`config.mk`:
```
export PLATFORM = sky130hd
export DESIGN_NAME = e3ri_top
export DESIGN_NICKNAME = d
export VERILOG_FILES = /design/src/e3ri_pkg.sv /design/src/e3ri_top.sv
export SDC_FILE = /design/constraint.sdc
export NUM_CORES = 1
export LEC_CHECK = 0
export BUFFER_PORTS_ARGS = -buffer_cell sky130_fd_sc_hd__buf_2
export CAP_MARGIN = 15
export CORE_MARGIN = 10
export CORE_UTILIZATION = 30
export CTS_CLUSTER_DIAMETER = 200
export DETAILED_ROUTE_END_ITERATION = 8
export SLEW_MARGIN = 15
export SYNTH_ARGS = -nofsm -noshare
export SYNTH_HDL_FRONTEND = slang
export SYNTH_SLANG_ARGS = --single-unit
```
`constraint.sdc`:
```
create_clock -name mclk -period 1.7 [get_ports mclk]
set_input_delay 0.34 -clock mclk [delete_from_list [all_inputs] [get_ports mclk]]
set_output_delay 0.34 -clock mclk [all_outputs]
set_load 0.05 [all_outputs]
```
`src/e3ri_pkg.sv`:
```
// Constants for the E3 G.832 receive status latch and interrupt enable block.
// Assumes a 32-bit APB slave port and live status inputs synchronous to mclk.

package e3ri_pkg;

  localparam int unsigned PADDR_W = 8;
  localparam int unsigned ALIGN_W = 12;
  localparam int unsigned CNT_W   = 16;

  // Printed register indices; byte address is four times the index
  localparam logic [5:0] IDX_LIVE_1 = 6'h24;
  localparam logic [5:0] IDX_LIVE_2 = 6'h26;
  localparam logic [5:0] IDX_LAT_1  = 6'h28;
  localparam logic [5:0] IDX_LAT_2  = 6'h2a;
  localparam logic [5:0] IDX_IEN_1  = 6'h2c;
  localparam logic [5:0] IDX_IEN_2  = 6'h2e;
  localparam logic [5:0] IDX_MA     = 6'h30;

  // Implemented bits and reset values
  localparam logic [15:0] LAT1_MASK  = 16'h3dff;
  localparam logic [15:0] LAT2_MASK  = 16'h0707;
  localparam logic [15:0] IEN1_RESET = 16'h0000;
  localparam logic [15:0] IEN2_RESET = 16'h0000;
  localparam logic [15:0] LAT_RESET  = 16'h0000;

  // Field positions
  localparam int unsigned B_TS      = 13;
  localparam int unsigned B_PTU     = 12;
  localparam int unsigned B_PTM     = 11;
  localparam int unsigned B_PT      = 10;
  localparam int unsigned B_UA1     = 8;
  localparam int unsigned B_GC      = 7;
  localparam int unsigned B_NR      = 6;
  localparam int unsigned B_ALIGN   = 5;
  localparam int unsigned B_DEF_LO  = 0;
  localparam int unsigned B_EVT_LO  = 8;
  localparam int unsigned B_CNT_LO  = 0;
  localparam int unsigned B_MA_PT   = 4;

  typedef struct packed {
    logic [3:0]         prevTs;
    logic [2:0]         prevPt;
    logic               prevPtu;
    logic               prevPtm;
    logic               prevUa1;
    logic [4:0]         prevDef;
    logic [7:0]         prevGc;
    logic [7:0]         prevNr;
    logic [2:0]         prevNz;
    logic [ALIGN_W-1:0] alignPrev;
    logic               alignSeen;
    logic               primed;
    logic [15:0]        lat1;
    logic [15:0]        lat2;
    logic [15:0]        ien1;
    logic [15:0]        ien2;
    logic [31:0]        prdata;
    logic               pready;
    logic               pslverr;
    logic               irq;
  } e3ri_state_t;

endpackage : e3ri_pkg

```
`src/e3ri_top.sv`:
```
// Receive status latching, interrupt enables and request for one E3 port.
// Assumes live status and event inputs are synchronous to mclk and that
// the APB master keeps to the usual setup and access phases.

`timescale 1ns/10ps
`default_nettype none

module e3ri_top
(
  input  wire logic                          mclk,
  input  wire logic                          arst_n,
  // APB slave
  input  wire logic                          psel,
  input  wire logic                          penable,
  input  wire logic                          pwrite,
  input  wire logic [e3ri_pkg::PADDR_W-1:0]  paddr,
  input  wire logic [31:0]                   pwdata,
  input  wire logic [3:0]                    pstrb,
  output var  logic [31:0]                   prdata,
  output var  logic                          pready,
  output var  logic                          pslverr,
  // Live status from the receive frame processor, port interrupt enable and request
  input  wire logic [3:0]                    timingSrcIndication,
  input  wire logic [2:0]                    rxPayloadType,
  input  wire logic                          ptypeUnstable,
  input  wire logic                          ptypeMismatch,
  input  wire logic                          unframedAllOnes,
  input  wire logic [7:0]                    rxGenCommByte,
  input  wire logic [7:0]                    rxNetReqByte,
  input  wire logic                          alignLoad,
  input  wire logic [e3ri_pkg::ALIGN_W-1:0]  alignPos,
  input  wire logic                          frameLoss,
  input  wire logic                          remoteDefect,
  input  wire logic                          alarmInd,
  input  wire logic                          outOfFrame,
  input  wire logic                          rxSignalLossInput,
  input  wire logic                          remoteErrEvent,
  input  wire logic                          parityErrEvent,
  input  wire logic                          framingErrEvent,
  input  wire logic [e3ri_pkg::CNT_W-1:0]    remoteErrCount,
  input  wire logic [e3ri_pkg::CNT_W-1:0]    parityErrCount,
  input  wire logic [e3ri_pkg::CNT_W-1:0]    framingErrCount,
  input  wire logic                          globalPortStatusIrqEn,
  output var  logic                          rxStatusIrq
);

  import e3ri_pkg::*;

  // ************************************************************
  // Decode
  // ************************************************************

  function automatic logic hitReg(input logic [PADDR_W-1:0] a,
                                  input logic [5:0] idx);
    hitReg = (a == {idx, 2'b00});
  endfunction : hitReg

  e3ri_state_t st_q;
  e3ri_state_t st_d;

  logic [4:0]  liveDef;
  logic [2:0]  liveNz;
  logic [15:0] live1;
  logic [15:0] live2;
  logic [15:0] maByte;
  logic [15:0] set1;
  logic [15:0] set2;
  logic [15:0] wMask;
  logic        setupRd;
  logic        accessWr;
  logic        mapped;

  // ************************************************************
  // Live status
  // ************************************************************

  assign liveDef = {frameLoss, remoteDefect, alarmInd, outOfFrame,
                    rxSignalLossInput};
  assign liveNz  = {remoteErrCount != '0, parityErrCount != '0,
                    framingErrCount != '0};

  always_comb
  begin
    live1 = 16'h0000;
    live1[B_PTU] = ptypeUnstable;
    live1[B_PTM] = ptypeMismatch;
    live1[B_UA1] = unframedAllOnes;
    live1[B_DEF_LO +: 5] = liveDef;
    live2 = 16'h0000;
    live2[B_CNT_LO +: 3] = liveNz;
    maByte = 16'h0000;
    maByte[B_MA_PT +: 3] = rxPayloadType;
    maByte[3:0] = timingSrcIndication;
  end

  // ************************************************************
  // Event detection
  // ************************************************************

  always_comb
  begin
    set1 = 16'h0000;
    set2 = 16'h0000;
    if (st_q.primed)
    begin
      set1[B_TS]  = timingSrcIndication != st_q.prevTs;
      set1[B_PTU] = ptypeUnstable & ~st_q.prevPtu;
      set1[B_PTM] = ptypeMismatch & ~st_q.prevPtm;
      set1[B_PT]  = rxPayloadType != st_q.prevPt;
      set1[B_UA1] = unframedAllOnes ^ st_q.prevUa1;
      set1[B_GC]  = rxGenCommByte != st_q.prevGc;
      set1[B_NR]  = rxNetReqByte != st_q.prevNr;
      set1[B_DEF_LO +: 5] = liveDef ^ st_q.prevDef;
      set2[B_CNT_LO +: 3] = liveNz & ~st_q.prevNz;
    end
    set1[B_ALIGN] = alignLoad & st_q.alignSeen &
                    (alignPos != st_q.alignPrev);
    set2[B_EVT_LO +: 3] = {remoteErrEvent, parityErrEvent,
                           framingErrEvent};
  end

  // ************************************************************
  // Register access
  // ************************************************************

  assign wMask    = {{8{pstrb[1]}}, {8{pstrb[0]}}};
  assign setupRd  = psel & ~penable;
  assign accessWr = psel & penable & st_q.pready & pwrite & ~st_q.pslverr;
  assign mapped   = hitReg(paddr, IDX_LIVE_1) | hitReg(paddr, IDX_LIVE_2) |
                    hitReg(paddr, IDX_LAT_1)  | hitReg(paddr, IDX_LAT_2)  |
                    hitReg(paddr, IDX_IEN_1)  | hitReg(paddr, IDX_IEN_2)  |
                    hitReg(paddr, IDX_MA);

  always_comb
  begin
    logic [15:0] clr1;
    logic [15:0] clr2;
    logic [15:0] rd;
    clr1 = 16'h0000;
    clr2 = 16'h0000;
    rd   = 16'h0000;
    st_d = st_q;

    st_d.prevTs  = timingSrcIndication;
    st_d.prevPt  = rxPayloadType;
    st_d.prevPtu = ptypeUnstable;
    st_d.prevPtm = ptypeMismatch;
    st_d.prevUa1 = unframedAllOnes;
    st_d.prevDef = liveDef;
    st_d.prevGc  = rxGenCommByte;
    st_d.prevNr  = rxNetReqByte;
    st_d.prevNz  = liveNz;
    st_d.primed  = 1'b1;
    if (alignLoad)
    begin
      st_d.alignPrev = alignPos;
      st_d.alignSeen = 1'b1;
    end

    if (accessWr && hitReg(paddr, IDX_LAT_1))
      clr1 = pwdata[15:0] & wMask;
    if (accessWr && hitReg(paddr, IDX_LAT_2))
      clr2 = pwdata[15:0] & wMask;
    if (accessWr && hitReg(paddr, IDX_IEN_1))
      st_d.ien1 = ((st_q.ien1 & ~wMask) | (pwdata[15:0] & wMask))
                  & LAT1_MASK;
    if (accessWr && hitReg(paddr, IDX_IEN_2))
      st_d.ien2 = ((st_q.ien2 & ~wMask) | (pwdata[15:0] & wMask))
                  & LAT2_MASK;

    // Write-one-to-clear; a new event in the same cycle wins
    st_d.lat1 = ((st_q.lat1 & ~clr1) | set1) & LAT1_MASK;
    st_d.lat2 = ((st_q.lat2 & ~clr2) | set2) & LAT2_MASK;

    // One wait-free access phase: answer prepared during setup
    st_d.pready  = setupRd;
    st_d.pslverr = setupRd & ~mapped;
    if (setupRd && !pwrite)
    begin
      if (hitReg(paddr, IDX_LIVE_1))
        rd = live1;
      else if (hitReg(paddr, IDX_LIVE_2))
        rd = live2;
      else if (hitReg(paddr, IDX_LAT_1))
        rd = st_q.lat1;
      else if (hitReg(paddr, IDX_LAT_2))
        rd = st_q.lat2;
      else if (hitReg(paddr, IDX_IEN_1))
        rd = st_q.ien1;
      else if (hitReg(paddr, IDX_IEN_2))
        rd = st_q.ien2;
      else if (hitReg(paddr, IDX_MA))
        rd = maByte;
      st_d.prdata = {16'h0000, rd};
    end
    else if (setupRd)
      st_d.prdata = 32'h0000_0000;

    st_d.irq = globalPortStatusIrqEn &
               (|(st_q.lat1 & st_q.ien1) |
                |(st_q.lat2 & st_q.ien2));
  end

  // ************************************************************
  // State register
  // ************************************************************

  always_ff @(posedge mclk or negedge arst_n)
  begin
    if (!arst_n)
    begin
      st_q      <= '0;
      st_q.lat1 <= LAT_RESET;
      st_q.lat2 <= LAT_RESET;
      st_q.ien1 <= IEN1_RESET;
      st_q.ien2 <= IEN2_RESET;
    end
    else
      st_q <= st_d;
  end

  assign prdata      = st_q.prdata;
  assign pready      = st_q.pready;
  assign pslverr     = st_q.pslverr;
  assign rxStatusIrq = st_q.irq;

endmodule : e3ri_top

`default_nettype wire
```
==> results.toml <==
[detailed_routing]
dr_total_vias = 3993
dr.pass1.iters = 5
via_per_inst = 4.834
finalWirelength_mm = 14.82
avgRoutedWirePerCell_um = 17.94
drc = 0
drtIter0Drc = 277
postRouteAntennaNets = 0

[setup_path]
cp.required_ps = 1950
path_class = "flip-flop to flip-flop"
startpoint_type = "flip-flop"
cp_max_fo = 3
arrival_ps = 1820
cp_common_cell = "nand4_1"
slowest_delay_ps = 360
crit_path_end_kind = "flip-flop"
crit_chain = "nand4_1 -> buf_4 -> nor3b_4 -> nand4_1 -> mux2_2"
cpMaxStageDelayCell = "dfrtp_2"

[placement]
place_hpwl_mm = 12.08
io_buffers = 141
routabilityCongestion = 0.9114

[floorplan]
die_w_um = 149.4
core.rowCount = 47
start_util_pct = 30.40
dieArea_sq_mm = 0.02232
die_y_um = 149.4
core_area_sq_mm = 0.01652
boundaryPins = 180

[timing]
finalSetupViolCount = 0
fin_skew_ps = 12.41
maxSlewHeadroom_pct = 60.36
fin_tns_setup_ps = 0
drv_slew = 0
rsz0062_at_grt = "no"
hold_viol = 0
worstMarginPinSlew_ps = 594.6
max_freq_mhz = 637.4
period_minus_slack_ps = 1569
period_share_pct = 92.29

[yosys]
synth-edff-count = 0
synth_ff_type = "dfrtp_1"
seq_area_frac_synth_pct = 51.31
ys_ff_latch = 103
syn_area_sq_mm = 0.005024
syn_inst = 443
avgSynthCellArea_sq_um = 11.34
synth_cell_types = 57
ys_warn_count = 0
synthArstFlopShare_pct = 100.0

[global_routing]
grt_overflow = 0
grt_pass1_wl_mm = 23.03
grt_pass1_vias = 4208
grt_start_max_net_pins = 39
antenna_found_initial = 6
grt_util_all_layers_pct = 13.24

[clock_tree]
clk_path_buf_depth = 2
hold_buffers = 1
clock_sinks = 103
post_cts.repair.setup_buffers = 0
clk_pin_slew_worst_paths_ps = 80
clock_latency_ps = 360
cts_resized = 0
cts_tree = "built"
h-tree-depth = 3
cts_inserted_buffers = 9
cts-root-buf = "clkbuf_16"

[layout]
fin_nets = 742
mostFrequentLayoutCell = "buf_2"
layout_common_cells = "buf_2, dfrtp_1, xor2_1"
layout-drive-gt1-share_pct = 39.20
multi_input_comb_area_sq_mm = 0.002176
area_delta_synth_final_pct = 28.09
final_util_pct = 38.94
regArea_sq_mm = 0.002579
fillers = 1666

[power_and_ir_drop]
vdd.ir_drop.worst_mv = 0.7844
leakagePower_uw = 0.002914
total_power_uw = 5535
powerDensity_mw_per_mm2 = 860.1

[run_status]
status = "complete, no violations"

[hold_path]
hold_class = "input port to flip-flop"

[run]
drv_cap = 0
## critical path: cells and delay by family (launching register included)
family / cells / cell delay (ps)
buffers and inverters: 1 / 170
AND/OR/NAND/NOR: 3 / 610
multiplexers: 1 / 330
flip-flops: 1 / 360
## cell families (layout without fill, tap and decap cells)
family,count (synthesis),after routing,synth area share (%)
mux,33,33,7.347
xor+xnor,41,41,7.148
other cells,2,23,0.1495
buf+inv,61,203,7.148
simple gates,121,121,14.27
flops,103,103,51.31
compound gates,82,82,12.63
## stage by stage
stage          cell area (sq um)  cells  setup slack [ps]  hold slack, ps
2_1_floorplan               5114    460            -32.78           44.41
3_3_place_gp                6076    805            -120.2           171.1
3_5_place_dp                6076    805            -149.4           174.9
4_1_cts                     6425    822             121.0           99.06
5_1_grt                     6427    823             1.305           97.36
6_report                    6435    826             131.1           111.2
## power breakdown
part           leakage [uW]  switching (uW)  internal (uW)
clock network      0.000165             993           1330
registers           0.00123            45.6           2520
logic               0.00152             380            269
## worst paths after layout
check                                 start   endpoint  slack (ps)  cells after the start
hold / removal             rxGenCommByte[0]  st_q[124]         110                      1
max in group asynchronous            arst_n  st_q[108]         820                      3
setup reg to reg                     pready  flip-flop         130                      5
min in group asynchronous            arst_n  st_q[130]         340                      2
hold reg to reg                   st_q[138]   st_q[94]         430                      1
setup / recovery                     pready  flip-flop         130                      5
## cell usage after synthesis, types with 3 or more instances
library cell	count	area, sq um
nor4_1	22	137.6
o21ai_0	8	40.04
a22oi_1	14	105.1
buf_1	3	11.26
o21ai_1	3	15.01
a32o_1	5	50.05
nand2_1	17	63.81
mux2_2	31	349.1
nand4_1	8	50.05
inv_1	10	37.54
xor2_1	34	297.8
o22ai_1	3	18.77
a22o_1	15	131.4
nor2b_1	4	25.02
nand3b_1	6	45.04
nand2b_1	3	18.77
xnor2_1	7	61.31
and2_1	3	18.77
a221oi_1	7	61.31
clkbuf_1	13	48.80
a21o_1	3	22.52
buf_4	32	240.2
dfrtp_1	103	2577
a31oi_1	3	18.77
nand3_1	26	130.1
nor2_1	9	33.78
nor3b_1	5	37.54
a2bb2oi_1	3	26.28
o211ai_1	6	45.04
## cell type report
cell class,instances,share of cell area [%]
sequential,103,40.07
timing repair buffer,177,15.83
clock buffer,9,3.500
clock inverter,7,1.769
inverter,10,0.5833
multi-input combinational,296,33.81
antenna,4,0.1556
tap,220,4.278
## routing by layer
layer  global-route usage (%)  vias to the layer above  wire [um]
met1                    15.83                     1929       6256
met5                        0                        -         22
met4                    3.582                        4        137
met2                    21.63                      139       7137
li1                         -                     1905          -
met3                    5.249                       16       1263
Note: power is estimated with default switching activity, not from simulation.
